===== config.mk =====
export PLATFORM = sky130hd
export DESIGN_NAME = cprs_sequencer
export DESIGN_NICKNAME = d
export VERILOG_FILES = /design/src/rtl/cprs_pkg.sv /design/src/rtl/cprs_clkout_div.sv /design/src/rtl/cprs_sequencer.sv
export VERILOG_INCLUDE_DIRS = /design/src /design/src/rtl
export SDC_FILE = /design/constraint.sdc
export NUM_CORES = 1
export LEC_CHECK = 0
export BUFFER_PORTS_ARGS = -buffer_cell sky130_fd_sc_hd__buf_2
export CAP_MARGIN = 5
export CORE_ASPECT_RATIO = 0.6
export CORE_MARGIN = 1.5
export CORE_UTILIZATION = 64
export DETAILED_ROUTE_END_ITERATION = 10
export PLACE_DENSITY = 0.81
export SLEW_MARGIN = 20
export SYNTH_ARGS = -nofsm -noshare
export SYNTH_HDL_FRONTEND = slang
export SYNTH_SLANG_ARGS = --single-unit

===== constraint.sdc =====
create_clock -name clock -period 12.4 [get_ports clock]
set_input_delay 2.48 -clock clock [delete_from_list [all_inputs] [get_ports clock]]
set_output_delay 2.48 -clock clock [all_outputs]
set_load 0.02 [all_outputs]

===== src/rtl/cprs_map.svh =====
// constants of the clock, pll and reset sequencer
`ifndef CPRS_MAP_SVH
`define CPRS_MAP_SVH

// clock runs on the reference: 100 ns
`define CPRS_CLK_NS          100
`define CPRS_TREF_NS         100

// times below are counted in reference periods
`define CPRS_PLL_LOCK_TREF   131072
`define CPRS_WD_PULSE_TREF   512
`define CPRS_BUS_DELAY_TREF  32

`define CPRS_PLL_LOCK_CYC    (`CPRS_PLL_LOCK_TREF * `CPRS_TREF_NS / `CPRS_CLK_NS)
`define CPRS_WD_PULSE_CYC    (`CPRS_WD_PULSE_TREF * `CPRS_TREF_NS / `CPRS_CLK_NS)
`define CPRS_BUS_DELAY_CYC   (`CPRS_BUS_DELAY_TREF * `CPRS_TREF_NS / `CPRS_CLK_NS)

// field widths and reset values
`define CPRS_RATIO_W         4
`define CPRS_RATIO_RST       4'h0
`define CPRS_DIV_W           2
`define CPRS_DIV_RST         2'h0
`define CPRS_LOCK_CNT_W      17
`define CPRS_WD_CNT_W        9
`define CPRS_BUS_CNT_W       5

`endif


===== src/rtl/cprs_pkg.sv =====
// types of the clock, pll and reset sequencer
`include "cprs_map.svh"

package cprs_pkg;

    typedef enum logic [1:0] {
        CPRS_SEQ_HOLD,
        CPRS_SEQ_WAIT,
        CPRS_SEQ_RUN
    } cprs_seq_e;

    // core clock configuration; rate_k is the core rate in units of reference/2
    typedef struct packed {
        logic                       half_rate;
        logic                       locking;
        logic [`CPRS_RATIO_W-1:0]   ratio;
        logic [`CPRS_RATIO_W-1:0]   rate_k;
    } cprs_core_cfg_s;

endpackage : cprs_pkg


===== src/rtl/cprs_clkout_div.sv =====
// divider of the core clock onto the clock output pin
`timescale 1ns/1ps
`default_nettype none
`include "cprs_map.svh"

module cprs_clkout_div (
    input  wire logic                       clock,
    input  wire logic                       rst,
    input  wire logic                       hold,
    input  wire logic                       div_wr,
    input  wire logic [`CPRS_DIV_W-1:0]     div_wdata,
    input  wire logic [`CPRS_RATIO_W-1:0]   rate_k,
    output var  logic                       clock_out_pin
);

    logic [`CPRS_DIV_W-1:0] clock_pin_divider_r;
    logic [2:0]             core_div;
    logic [2:0]             half_per;
    logic [2:0]             phase_r;

    always_ff @(posedge clock or posedge rst) begin
        if (rst) begin
            clock_pin_divider_r <= `CPRS_DIV_RST;
        end else if (hold) begin
            clock_pin_divider_r <= `CPRS_DIV_RST;
        end else if (div_wr) begin
            clock_pin_divider_r <= div_wdata;
        end
    end

    // 0: core/4, 1: core/2, otherwise core/1
    always_comb begin
        core_div = 3'h1;
        case (clock_pin_divider_r)
            2'h0:    core_div = 3'h4;
            2'h1:    core_div = 3'h2;
            default: core_div = 3'h1;
        endcase
    end

    // half period in reference cycles; faster than reference/2 saturates
    always_comb begin
        half_per = 3'h1;
        if (rate_k != 4'h0) begin
            half_per = 3'((4'(core_div)) / rate_k);
        end
        if (half_per == 3'h0) begin
            half_per = 3'h1;
        end
    end

    always_ff @(posedge clock or posedge rst) begin
        if (rst) begin
            phase_r       <= 3'h0;
            clock_out_pin <= 1'b0;
        end else if (hold) begin
            phase_r       <= 3'h0;
            clock_out_pin <= 1'b0;
        end else if (phase_r + 3'h1 >= half_per) begin
            phase_r       <= 3'h0;
            clock_out_pin <= ~clock_out_pin;
        end else begin
            phase_r       <= phase_r + 3'h1;
        end
    end

    chk_clkout_eighth: assert property (@(posedge clock) disable iff (rst)
        $rose(clock_out_pin) && clock_pin_divider_r == 2'h0 && rate_k == 4'h1
            && !hold ##1 (!hold && clock_pin_divider_r == 2'h0 && rate_k == 4'h1)[*3]
        |-> $past(clock_out_pin, 3) && clock_out_pin ##1 !clock_out_pin)
        else $error("clock out not reference/8 with divider field zero");

endmodule : cprs_clkout_div
`default_nettype wire


===== src/rtl/cprs_sequencer.sv =====
// clock, pll and reset sequencer top
// Notes on behaviour
// - ratio write starts lock phase at half rate
// - lock lasts 131072 cycles, then multiplied rate
// - core multiplier equals ratio value divided by two, one half for ratio zero
// - power-up core clock is half the reference
// - divider field resets to zero, core/4
// - watchdog reset pulse lasts 512 reference cycles
// - bus drives valid 32 cycles after release
`timescale 1ns/1ps
`default_nettype none
`include "cprs_map.svh"

module cprs_sequencer #(
    parameter int LOCK_CYCLES = `CPRS_PLL_LOCK_CYC
) (
    input  wire logic                       clock,
    input  wire logic                       rst,
    input  wire logic                       external_reset_n,
    input  wire logic                       wd_trigger,
    input  wire logic                       pll_ratio_wr,
    input  wire logic [`CPRS_RATIO_W-1:0]   pll_ratio_wdata,
    input  wire logic                       clkout_cfg_wr,
    input  wire logic [`CPRS_DIV_W-1:0]     clkout_cfg_wdata,
    output var  cprs_pkg::cprs_core_cfg_s   core_cfg_r,
    output var  logic                       sys_reset_r,
    output var  logic                       bus_valid_r,
    output var  logic                       clock_out_pin
);

    logic                           ext_meta_r;
    logic                           ext_sync_r;
    logic                           wd_active_r;
    logic [`CPRS_WD_CNT_W-1:0]      wd_cnt_r;
    logic                           sys_hold;
    logic [`CPRS_LOCK_CNT_W-1:0]    lock_cnt_r;
    cprs_pkg::cprs_core_cfg_s       core_cfg_nxt;
    logic                           ratio_wr;
    cprs_pkg::cprs_seq_e            seq_r;
    logic [`CPRS_BUS_CNT_W-1:0]     bus_cnt_r;
    logic [17:0]                    lock_age_r;
    logic [9:0]                     wd_age_r;

    // reset pin is asynchronous to the reference; low while in reset
    always_ff @(posedge clock or posedge rst) begin
        if (rst) begin
            ext_meta_r <= 1'b0;
            ext_sync_r <= 1'b0;
        end else begin
            ext_meta_r <= external_reset_n;
            ext_sync_r <= ext_meta_r;
        end
    end

    // retrigger during the pulse is ignored so the width stays fixed
    always_ff @(posedge clock or posedge rst) begin
        if (rst) begin
            wd_active_r <= 1'b0;
            wd_cnt_r    <= '0;
        end else if (!wd_active_r) begin
            wd_active_r <= wd_trigger;
            wd_cnt_r    <= '0;
        end else if (wd_cnt_r == `CPRS_WD_CNT_W'(`CPRS_WD_PULSE_CYC - 1)) begin
            wd_active_r <= 1'b0;
        end else begin
            wd_cnt_r    <= wd_cnt_r + `CPRS_WD_CNT_W'(1);
        end
    end

    assign sys_hold = !ext_sync_r || wd_active_r;
    assign ratio_wr = pll_ratio_wr && !sys_hold;

    always_ff @(posedge clock or posedge rst) begin
        if (rst) begin
            sys_reset_r <= 1'b1;
        end else begin
            sys_reset_r <= sys_hold;
        end
    end

    always_comb begin
        core_cfg_nxt = core_cfg_r;
        if (sys_hold) begin
            core_cfg_nxt.locking = 1'b0;
            core_cfg_nxt.ratio   = `CPRS_RATIO_RST;
        end else if (ratio_wr) begin
            core_cfg_nxt.locking = 1'b1;
            core_cfg_nxt.ratio   = pll_ratio_wdata;
        end else if (core_cfg_r.locking && lock_cnt_r == '0) begin
            core_cfg_nxt.locking = 1'b0;
        end
        // zero ratio keeps the pll bypassed at half rate
        core_cfg_nxt.half_rate = core_cfg_nxt.locking || core_cfg_nxt.ratio == '0;
        core_cfg_nxt.rate_k    = core_cfg_nxt.half_rate ? `CPRS_RATIO_W'(1)
                                                        : core_cfg_nxt.ratio;
    end

    always_ff @(posedge clock or posedge rst) begin
        if (rst) begin
            core_cfg_r <= '{half_rate: 1'b1, locking: 1'b0,
                            ratio: `CPRS_RATIO_RST, rate_k: `CPRS_RATIO_W'(1)};
        end else begin
            core_cfg_r <= core_cfg_nxt;
        end
    end

    // a write during lock restarts the full lock time
    always_ff @(posedge clock or posedge rst) begin
        if (rst) begin
            lock_cnt_r <= '0;
        end else if (sys_hold) begin
            lock_cnt_r <= '0;
        end else if (ratio_wr) begin
            lock_cnt_r <= `CPRS_LOCK_CNT_W'(LOCK_CYCLES - 1);
        end else if (lock_cnt_r != '0) begin
            lock_cnt_r <= lock_cnt_r - `CPRS_LOCK_CNT_W'(1);
        end
    end

    always_ff @(posedge clock or posedge rst) begin
        if (rst) begin
            seq_r       <= cprs_pkg::CPRS_SEQ_HOLD;
            bus_cnt_r   <= '0;
            bus_valid_r <= 1'b0;
        end else if (sys_hold) begin
            seq_r       <= cprs_pkg::CPRS_SEQ_HOLD;
            bus_cnt_r   <= '0;
            bus_valid_r <= 1'b0;
        end else begin
            case (seq_r)
                cprs_pkg::CPRS_SEQ_HOLD: begin
                    seq_r     <= cprs_pkg::CPRS_SEQ_WAIT;
                    bus_cnt_r <= `CPRS_BUS_CNT_W'(1);
                end
                cprs_pkg::CPRS_SEQ_WAIT: begin
                    if (bus_cnt_r == `CPRS_BUS_CNT_W'(`CPRS_BUS_DELAY_CYC - 1)) begin
                        seq_r       <= cprs_pkg::CPRS_SEQ_RUN;
                        bus_valid_r <= 1'b1;
                    end else begin
                        bus_cnt_r <= bus_cnt_r + `CPRS_BUS_CNT_W'(1);
                    end
                end
                cprs_pkg::CPRS_SEQ_RUN: begin
                    bus_valid_r <= 1'b1;
                end
                default: begin
                    seq_r <= cprs_pkg::CPRS_SEQ_HOLD;
                end
            endcase
        end
    end

    cprs_clkout_div u_clkout (
        .clock         (clock),
        .rst           (rst),
        .hold          (sys_hold),
        .div_wr        (clkout_cfg_wr && !sys_hold),
        .div_wdata     (clkout_cfg_wdata),
        .rate_k        (core_cfg_r.rate_k),
        .clock_out_pin (clock_out_pin)
    );

    // helper counters read only by the checks below
    always_ff @(posedge clock or posedge rst) begin
        if (rst) begin
            lock_age_r <= '0;
        end else if (!core_cfg_nxt.locking) begin
            lock_age_r <= '0;
        end else if (ratio_wr) begin
            lock_age_r <= 18'h1;
        end else begin
            lock_age_r <= lock_age_r + 18'h1;
        end
    end

    always_ff @(posedge clock or posedge rst) begin
        if (rst) begin
            wd_age_r <= '0;
        end else if (wd_active_r) begin
            wd_age_r <= wd_age_r + 10'h1;
        end else begin
            wd_age_r <= '0;
        end
    end

    chk_lock_start: assert property (@(posedge clock) disable iff (rst)
        ratio_wr |=> core_cfg_r.locking && core_cfg_r.half_rate
            && core_cfg_r.rate_k == 4'h1 && core_cfg_r.ratio == $past(pll_ratio_wdata))
        else $error("ratio write did not start half rate lock");

    chk_lock_length: assert property (@(posedge clock) disable iff (rst)
        $fell(core_cfg_r.locking) && !$past(sys_hold) |-> $past(lock_age_r) == LOCK_CYCLES)
        else $error("lock phase length wrong");

    chk_lock_end: assert property (@(posedge clock) disable iff (rst)
        $fell(core_cfg_r.locking) && !$past(sys_hold) && core_cfg_r.ratio != 4'h0
        |-> !core_cfg_r.half_rate && core_cfg_r.rate_k == core_cfg_r.ratio)
        else $error("core clock did not switch after lock");

    chk_rate_mult: assert property (@(posedge clock) disable iff (rst)
        !core_cfg_r.half_rate |-> core_cfg_r.rate_k == core_cfg_r.ratio
            && !core_cfg_r.locking && core_cfg_r.ratio != 4'h0)
        else $error("core rate not ratio over two");

    chk_power_half: assert property (@(posedge clock) disable iff (rst)
        core_cfg_r.ratio == 4'h0 |-> core_cfg_r.half_rate && core_cfg_r.rate_k == 4'h1)
        else $error("unprogrammed core clock not half rate");

    chk_wd_width: assert property (@(posedge clock) disable iff (rst)
        $fell(wd_active_r) |-> wd_age_r == 10'h200)
        else $error("watchdog reset pulse width wrong");

    chk_bus_delay: assert property (@(posedge clock) disable iff (rst)
        $rose(bus_valid_r) |-> $past(sys_hold, 33) && !$past(sys_hold, 32)
            && !$past(sys_hold, 1))
        else $error("bus valid not 32 cycles after release");

    chk_hold_reset: assert property (@(posedge clock) disable iff (rst)
        sys_hold |=> !bus_valid_r && sys_reset_r && !core_cfg_r.locking
            && core_cfg_r.ratio == 4'h0 && !clock_out_pin)
        else $error("logic not held in reset");

endmodule : cprs_sequencer
`default_nettype wire


==> results of run 1 <==
## metal layers
metal / wire length (um) / vias up / global-route usage
met5: 0 / - / 0
met4: 54 / 0 / 0.06576
met3: 285 / 8 / 0.04545
met2: 2592 / 65 / 0.3690
met1: 3034 / 1077 / 0.3723
li1: - / 1073 / -
## final timing paths
check	start	to	slack, ps	cells after the start
min in group asynchronous	rst	lock_cnt_r[4]	2340	3
setup reg to reg	u_clkout.clock_pin_divider_r[1]	u_clkout.phase_r[0]	7570	20
hold reg to reg	ext_meta_r	ext_sync_r	350	0
hold / removal	ext_meta_r	ext_sync_r	350	0
setup / recovery	u_clkout.clock_pin_divider_r[1]	u_clkout.phase_r[0]	7570	20
max in group asynchronous	rst	lock_cnt_r[13]	9610	3
## worst max-delay path, cell delays in order (launching register included)
cell and delay (ps):
dfrtp_1 410, or2_2 300, inv_1 60, ha_1 230
o21a_1 180, o21ai_0 340, mux2i_1 180, ha_1 340
o21a_1 150, o21ai_0 80, a21oi_1 410, mux2i_1 250
ha_1 250, a21o_1 160, a21oi_1 140, o221ai_1 150
ha_1 310, nand2b_1 140, a21o_1 170, a21oi_1 280
nor3b_1 230
## logic make-up (layout without fill, tap and decap cells)
kind of cell               count (synthesis)  count (layout)
muxes                                     10              10
and+or+nand+nor                          100             100
xor gates and xnor gates                  16              16
other                                      1               1
adders and majority gates                 20              20
AOI/OAI and AO/OA                         61              61
buffers and inverters                     29              52
DFF                                       54              54
## cell type report
class                   count  area share
well taps                  60     0.02345
inverters                  18     0.02110
repair buffers             26     0.04220
flip-flops and latches     54      0.4232
clock buffers               7     0.02384
multi-input cells         208      0.4568
clock inverters             1    0.009379
## sequential cells by signal, indices dropped and copies added, names as in the netlist, 2 cells and up
signal                        flops
core_cfg_r                       10
bus_cnt_r                         5
wd_cnt_r                          9
u_clkout.clock_pin_divider_r      2
u_clkout.phase_r                  3
lock_cnt_r                       17
seq_r                             2
## metrics by stage
step / setup WS [ps] / power, mW / instance area (um2)
CTS: 7581 / 0.3604 / 3202
floorplan: 8038 / 0.2341 / 2934
finish: 7572 / 0.3583 / 3202
global route: 7278 / 0.3745 / 3202
global placement: 7866 / 0.2426 / 3095
detailed placement: 7649 / 0.2457 / 3095
## placed cells by master, fill, tap and decap left out, types with 8 or more instances in the layout
cell type,count
dfrtp_1,51
a21oi_1,18
o21ai_0,10
mux2i_1,8
xnor2_1,9
ha_1,20
buf_2,24
nor2_1,21
inv_1,16
nand2_1,14
## power by group through the flow
stage	sequential (mW)	clock (mW)	combinational (mW)
final	0.198	0.116	0.0450
after global routing	0.199	0.125	0.0510
after CTS	0.197	0.118	0.0454
after detailed placement	0.200	0	0.0455
after global placement	0.200	0	0.0423
after floorplan	0.198	0	0.0361
==> flow_summary.toml, run 1 <==
[clocking]
cts.sinks = 54
cts_tree = "built"
cts_setup_buffers = 0
clkTransAtPathRegs_ps = 90
cts_buffer_depth = 2
cts_hold_repair.buffers = 0
cts-root-buf = "clkbuf_8"
cts_buffers = 5
ctsHtreeMaxLevel = 2
worstSkewPairLatency_ps = 310
cts_resized = 0

[pwr]
swShare = 0.2423
comb_power_share = 0.126
p_clk_frac = 0.323
peakVddDrop_uv = 78.81
switchingPower_mw = 0.08680
p_leak_nw = 1.603
p_seq_frac = 0.551
internal_power_mw = 0.2715
p_per_area_nw_per_um2 = 111.9

[timing]
period_needed_ps = 4828
tns_ps = 0
tightestPinTransition_ps = 1076
clock.fmax_mhz = 207.1
rsz0062_at_grt = "no"
whs_ps = 354.1
timing.final.max_slew_violations = 0
finalCritPeriodShare = 0.3893
relSlewSlack = 0.2757
finalHoldViolCount = 0
skew_ps = 10.98
setup_viol = 0

[drt]
vias_per_cell = 5.944
drt_iter0_markers = 96
wl_um = 5966
vias = 2223
detail_route.wl_per_cell_um = 15.95
ant_nets = 0
drc = 0
dr.pass1.iters = 4

[synthesis]
synth_top_flop_cell = "dfrtp_1"
synthTopCellsByArea = "dfrtp_1, ha_1, a21oi_1"
synthSimpleGateAreaFrac = 0.1932
synthMuxAreaShare = 0.03497
yosys.area.top_type_share = 0.4350
netlist_instances = 291
synth_cell_types = 55
synth_xor_area_frac = 0.04776
synthTopCellsByCount = "dfrtp_1, nor2_1, ha_1"
synth_enable_flop_cells = 0
avgSynthCellArea_um2 = 10.08
synth_compound_area_frac = 0.1360
synth_top_area_cell = "dfrtp_1"
synth_seq_cells = 54
ys_async_sr_fraction = 1.000
syn_area_um2 = 2934
synth_top_family_by_area = "simple AND/OR/NAND/NOR gates"
post-synth-top-count-cell = "dfrtp_1"
ys_warn_count = 0
seq_area_frac_synth = 0.4618
synth_adder_area_share = 0.08529
synthesis.nets = 323

[die]
ios = 25
fp.dieH_um = 55.45
std_cell_rows = 18
start_util = 0.6893
die_area_um2 = 5013
coreArea_um2 = 4257
dieWidth_um = 90.41

[setup_path]
critical_path_class = "reg2reg"
endpoint_kind = "flip-flop"
critPathArrivalTime_ps = 5050
cp.required_ps = 12620
worstPathMaxFanout = 5
cp-start-kind = "flip-flop"

[finish]
ff_latch_area_um2 = 1355
areaGrowthSynthToFinish_pct = 9.126
antenna_cells = 0
fill_cells = 309
fin_cells = 374
nets = 345
multiInputGateArea_um2 = 1463
fin_util = 0.7522
drive_above_1_share = 0.1497

[place]
dp.cells = 366
gp_congestion = 0.8449
dpl.hpwl_um = 4322
port_buffers = 24

[global_routing]
grt_max_degree = 55
antenna_found_initial = 0
grt-ovfl-total = 0
grt_pass1_wl_um = 9853
gr-usage-all-layers = 0.2473
grt_pass1_vias = 2096

[worst_hold_path]
hold_path_class = "reg2reg"

[job]
drv_cap = 0

[run_status]
status = "completed"
Power figures use the tool's default switching activity.
==> inputs of run 2 (changes only) <==
--- a/config.mk
+++ b/config.mk
@@ -6,13 +6,14 @@
 export SDC_FILE = /design/constraint.sdc
 export NUM_CORES = 1
 export LEC_CHECK = 0
+export ABC_AREA = 1
 export BUFFER_PORTS_ARGS = -buffer_cell sky130_fd_sc_hd__buf_2
 export CAP_MARGIN = 5
 export CORE_ASPECT_RATIO = 0.6
 export CORE_MARGIN = 1.5
-export CORE_UTILIZATION = 64
+export CORE_UTILIZATION = 54
 export DETAILED_ROUTE_END_ITERATION = 10
-export PLACE_DENSITY = 0.81
+export PLACE_DENSITY = 0.72
 export SLEW_MARGIN = 20
 export SYNTH_ARGS = -nofsm -noshare
 export SYNTH_HDL_FRONTEND = slang
==> constraint.sdc (replaced) <==
create_clock -name clock -period 4.1 [get_ports clock]
set_input_delay 0.82 -clock clock [delete_from_list [all_inputs] [get_ports clock]]
set_output_delay 0.82 -clock clock [all_outputs]
set_load 0.02 [all_outputs]
==> run 2 against run 1 <==
  * Combinational power rose to 3.1 times the previous value
  * Design area grew 4.3%
  * Power rose to 2.9 times the previous value
  * First-iteration DRC count rose by 64%
  * Non-clock buffer count increased by 2
  * Final cell count is 27% higher
  * Clock skew is essentially flat
  * Flip-flop and latch count is the same
  * Count of clock-buffer cells in the layout decreased by 1
  * Critical path type unchanged
  * Largest cell class unchanged
==> flow_summary.toml, run 2 <==
[timing]
setup_slack_ps = 177.5
relSlewSlack = 0.5473
setup_viol = 0
skew_ps = 11.33
finalCritPeriodShare = 0.9567
timing.final.max_slew_violations = 0
clock.fmax_mhz = 254.9
finalHoldViolCount = 0
period_needed_ps = 3923
tightestPinTransition_ps = 678.1

[finish]
fill_cells = 474
largest_reg_flops = 17
final_common_cell = "nor2_1"
nets = 439
top_regs = "lock_cnt_r (17), core_cfg_r (10), wd_cnt_r (9)"
antenna_cells = 0
regMostFlops = "lock_cnt_r"
final_area_um2 = 3339
final_cell_mix = "nor2_1, nand2_1, dfrtp_1, inv_1, buf_2"
ff_latch_area_um2 = 1355
multiInputGateArea_um2 = 1465
fin_util = 0.6416
areaGrowthSynthToFinish_pct = 11.77
drive_above_1_share = 0.1495
fin_cells = 474

[setup_path]
cp.required_ps = 4310
cp-start-kind = "flip-flop"
endpoint_kind = "flip-flop"
worstPathMaxFanout = 5
critical_path_class = "reg2reg"
critPathArrivalTime_ps = 4130

[synthesis]
synth_top_area_cell = "dfrtp_1"
synthTopCellsByArea = "dfrtp_1, nand2_1, nor2_1"
synth_cell_types = 34
synth_seq_cells = 54
synth_top_flop_cell = "dfrtp_1"
ys_async_sr_fraction = 1.000
seq_area_frac_synth = 0.4535
avgSynthCellArea_um2 = 7.904
yosys.area.top_type_share = 0.4271
syn_area_um2 = 2988
netlist_instances = 378
ys_warn_count = 0
synthesis.nets = 410
synthTopCellsByCount = "nand2_1, nor2_1, dfrtp_1"
synth_enable_flop_cells = 0

[clocking]
cts.sinks = 54
cts-root-buf = "clkbuf_8"
cts_buffer_depth = 2
cts_buffers = 5
clkTransAtPathRegs_ps = 100
cts_hold_repair.buffers = 0
ctsHtreeMaxLevel = 2
worstSkewPairLatency_ps = 310
cts_tree = "built"

[die]
die_area_um2 = 6003
std_cell_rows = 20
dieWidth_um = 99.03
ios = 25
coreArea_um2 = 5205
start_util = 0.5740
fp.dieH_um = 60.62

[place]
dpl_worst_slack_ps = -5.873
place_area_um2 = 3166
dpl.hpwl_um = 4748
port_buffers = 24
dp.cells = 464
gp_congestion = 0.8816

[global_routing]
grt_pass1_wl_um = 10670
grt-ovfl-total = 0
gr-usage-all-layers = 0.2294
grt_max_degree = 35
grt_pass1_vias = 2362
antenna_found_initial = 0

[drt]
drt_iter0_markers = 157
dr.pass1.iters = 4
drc = 0
vias = 2515
wl_um = 6256
ant_nets = 0
vias_per_cell = 5.306
detail_route.wl_per_cell_um = 13.20

[job]
drv_cap = 0

[pwr]
p_per_area_nw_per_um2 = 315.3
power_mw = 1.053
peakVddDrop_uv = 266.0
p_leak_nw = 1.873

[worst_hold_path]
hold_path_class = "reg2reg"

[run_status]
status = "completed"
## run 2: changes by cell type after synthesis, moves of 8 or more
cell     previous run  this run
inv_1              17        49
mux2i_1             8         0
nand2_1            14        71
nand3_1             7        24
nor2_1             21        71
o21ai_0            10        20
## run 2: per-stage QoR
step | TNS, ps | hold slack [ps]
CTS | 0 | 380.2
global placement | 0 | 333.7
global route | -166.9 | 394.1
detailed placement | -5.873 | 355.6
floorplan | 0 | 331.2
finish | 0 | 380.7
## run 2: area by class of cell
class                      instances  share of cell area
clock inverter                     2            0.004871
sequential                        54              0.4058
timing repair buffer              28             0.04496
tap                               66             0.02473
clock buffer                       6             0.02473
multi-input combinational        268              0.4387
inverter                          50             0.05620
## run 2: repair_timing
action / CTS / global route
resized for setup: 1 / 14
endpoints found under the setup margin: 1 / 4
pin swaps: 0 / 10
setup buffers: 0 / 2
## run 2: final timing paths
check                              start                      to  slack, ps  cells past startpoint
max                        core_cfg_r[1]  u_clkout.clock_out_pin        180                     27
min                           ext_meta_r              ext_sync_r        380                      0
max reg2reg                core_cfg_r[1]  u_clkout.clock_out_pin        180                     27
min reg2reg                   ext_meta_r              ext_sync_r        380                      0
max in group asynchronous            rst           lock_cnt_r[9]       2770                      3
min in group asynchronous            rst             wd_cnt_r[8]        590                      2
## run 2: cells by family after synthesis
group,share of synthesized area
XOR/XNOR,0.01759
flip-flops,0.4535
AND/OR/NAND/NOR,0.2668
adder cells (fa/ha/maj),0.08375
other,0.001255
AO/OA/AOI/OAI,0.1009
buffers and inverters,0.07621
## run 2: routing by layer
metal / part of all wire / wire length (um) / global-route usage / vias to the layer above
met1: 0.52 / 3230 / 0.3417 / 1179
met2: 0.41 / 2577 / 0.3468 / 59
met3: 0.061 / 384 / 0.04839 / 10
met4: 0.010 / 63 / 0.05714 / 0
met5: 0 / 0 / 0 / -
li1: - / - / - / 1267
## run 2: power breakdown
group	total [mW]	internal (mW)	switching, mW
logic	0.139	0.0551	0.0837
registers	0.597	0.569	0.0275
clock network	0.317	0.139	0.178
## run 2: critical path: stages (launching register included)
cell and delay, ps:
dfrtp_1 370, inv_1 150, ha_4 290, nand2_1 60
inv_1 40, o21ai_2 160, nand2_2 100, o21a_1 210
ha_4 290, a21oi_2 50, nand2_1 90, nand2_1 50
nand2_1 70, nand2_2 90, nand2_1 70, o21ai_1 60
ha_1 310, a21boi_0 140, o21ai_1 160, nand2_1 100
nand2_2 80, nand3_2 90, ha_4 240, nand3_1 70
o211ai_1 110, nor2_1 140, inv_2 60, o21a_1 160
==> inputs of run 3 (changes only) <==
--- a/config.mk
+++ b/config.mk
@@ -6,7 +6,6 @@
 export SDC_FILE = /design/constraint.sdc
 export NUM_CORES = 1
 export LEC_CHECK = 0
-export ABC_AREA = 1
 export BUFFER_PORTS_ARGS = -buffer_cell sky130_fd_sc_hd__buf_2
 export CAP_MARGIN = 5
 export CORE_ASPECT_RATIO = 0.6
==> run 3 against run 2 <==
  * The flow now finishes with violations (setup timing)
  * Highest routed layer unchanged
  * Combinational power grew 6%
  * Maximum frequency fell by 4.7%
  * Setup slack worse by 190 ps
  * Design area rose by 0.15%
  * Critical endpoint unchanged
  * Flip-flop and latch count unchanged
  * Global-route usage decreased by 1.2 points
  * Via count down 13%
  * Non-clock buffer count is 9 higher
  * Final cell count decreased by 18%
==> flow_summary.toml, run 3 (same netlist as run 1, synthesis figures left out) <==
[run_status]
status = "finished with violations"
violations = "setup timing"

[timing]
timing.final.max_slew_violations = 0
setup_slack_ps = -17.49
clock.fmax_mhz = 242.9
skew_ps = 11.31
period_needed_ps = 4117
rsz0062_at_grt = "yes"
relSlewSlack = 0.4032
finalCritPeriodShare = 1.004
finalHoldViolCount = 0
tightestPinTransition_ps = 894.1
setup_viol = 2

[setup_path]
ff2ff_path_depth = 19
r2r_start = "u_clkout.clock_pin_divider_r[0]"
reg2reg_to = "u_clkout.clock_out_pin"
cp.required_ps = 4360
r2r_slack_ps = -20
critPathArrivalTime_ps = 4380
worstPathMaxFanout = 5
endpoint_kind = "flip-flop"
critical_path_class = "reg2reg"
cp-start-kind = "flip-flop"

[die]
ios = 25
coreArea_um2 = 5155
dieWidth_um = 98.16
die_area_um2 = 5899
std_cell_rows = 20
fp.dieH_um = 60.10
start_util = 0.5692

[worst_hold_path]
holdPathEnd = "ext_sync_r"
hold_path_class = "reg2reg"
hp-start = "ext_meta_r"
min_path_cells = 0

[finish]
fill_cells = 423
final_cell_mix = "dfrtp_1, buf_2, nor2_1, ha_1"
nets = 356
largest_reg_flops = 17
antenna_cells = 0
final_common_cell = "dfrtp_1"
regMostFlops = "lock_cnt_r"
areaGrowthSynthToFinish_pct = 13.99
multiInputGateArea_um2 = 1526
ff_latch_area_um2 = 1355
drive_above_1_share = 0.2154
fin_cells = 391
top_regs = "lock_cnt_r (17), core_cfg_r (10), wd_cnt_r (9)"

[clocking]
cts.sinks = 54
cts_hold_repair.buffers = 0
clkTransAtPathRegs_ps = 100
cts_buffer_depth = 2
cts_tree = "built"
ctsHtreeMaxLevel = 2
worstSkewPairLatency_ps = 330
cts-root-buf = "clkbuf_8"
cts_buffers = 5

[place]
dpl.hpwl_um = 4139
port_buffers = 24
gp_congestion = 0.8542
dp.cells = 378

[drt]
dr.pass1.iters = 4
drt_iter0_markers = 118
vias_per_cell = 5.568
detail_route.wl_per_cell_um = 15.12
drc = 0
vias = 2177
wl_um = 5911
ant_nets = 0

[global_routing]
grt-ovfl-total = 0
grt_pass1_vias = 2026
grt_max_degree = 55
gr-usage-all-layers = 0.2171
grt_pass1_wl_um = 9887
antenna_found_initial = 0

[pwr]
power_mw = 1.056
peakVddDrop_uv = 309.8
p_per_area_nw_per_um2 = 315.6
p_leak_nw = 1.670

[job]
drv_cap = 0
run 3: cell count changes in the layout (fill, tap and decap cells not counted), sizes merged, moves of 8 or more:
cell | before | now
nand3 | 26 | 7
buf | 28 | 37
o21ai | 22 | 10
mux2i | 0 | 8
inv | 51 | 18
nand2 | 71 | 14
nor2 | 75 | 21
run 3: how the worst max path moves through the flow:
| stage | startpoint | slack, ps | cells after the start | end |
|---|---|---|---|---|
| after floorplan | core_cfg_r[0] | 50 | 18 | u_clkout.phase_r[0] |
| after global placement | u_clkout.clock_pin_divider_r[0] | -20 | 19 | u_clkout.phase_r[0] |
| after detailed placement | u_clkout.clock_pin_divider_r[0] | -200 | 20 | u_clkout.phase_r[0] |
| after CTS | u_clkout.clock_pin_divider_r[0] | 6 | 20 | u_clkout.clock_out_pin |
| after global routing | u_clkout.clock_pin_divider_r[0] | -260 | 20 | u_clkout.phase_r[0] |
| final | u_clkout.clock_pin_divider_r[0] | -20 | 19 | u_clkout.clock_out_pin |
run 3: layout make-up:
cell class,count,area share
Clock buffer,5,0.02058
Clock inverter,3,0.007482
Inverter,18,0.02058
Multi-Input combinational cell,208,0.4564
Sequential cell,54,0.4052
Tap cell,66,0.02469
Timing Repair Buffer,37,0.06510
run 3: stage by stage:
| stage | hold WS, ps | setup WS [ps] | util | instance area [um2] | TNS (ps) |
|---|---|---|---|---|---|
| 3_5_place_dp | 340.5 | -204.2 | 0.6129 | 3159 | -703.0 |
| 2_1_floorplan | 331.2 | 47.16 | - | 2945 | 0 |
| 3_3_place_gp | 336.0 | -24.93 | 0.6129 | 3159 | -45.13 |
| 6_report | 361.3 | -17.49 | 0.6488 | 3344 | -19.87 |
| 4_1_cts | 363.7 | 5.830 | 0.6437 | 3318 | 0 |
| 5_1_grt | 364.4 | -261.5 | 0.6488 | 3344 | -907.9 |
run 3: worst max-delay path: stages (launching register included):
cell      delay, ps
dfrtp_1         390
or2_4           260
inv_2            70
ha_4            190
o21a_1          170
o21ai_2         140
mux2i_1         260
ha_1            290
o21a_1          150
o21ai_2         190
a21oi_4         110
mux2_4          310
ha_1            290
a21oi_2         170
o221ai_2        110
ha_1            280
nand2b_4        130
a21o_1          160
a21oi_2         190
mux2i_1         200
run 3: per-layer routing:
layer	vias to the layer above	share of wire	GRT usage	wire length [um]
li1	1101	-	-	-
met1	1013	0.52	0.3261	3087
met2	53	0.41	0.3094	2443
met3	10	0.048	0.03977	286
met4	0	0.016	0.09054	94
met5	-	0	0	0
run 3: what timing repair did:
| item | CTS | global route |
|---|---|---|
| buffers inserted | 4 | 1 |
| gates cloned | 0 | 0 |
| setup endpoints to repair | 4 | 4 |
| pin swaps | 11 | 8 |
| gates resized for setup | 8 | 3 |
run 3: report_power, final:
part / switching [mW] / total [mW] / leakage, nW / internal [mW]
Sequential: 0.0299 / 0.596 / 0.720 / 0.566
Combinational: 0.0679 / 0.148 / 0.905 / 0.0806
Clock: 0.187 / 0.311 / 0.0447 / 0.124
Total: 0.285 / 1.06 / 1.67 / 0.770
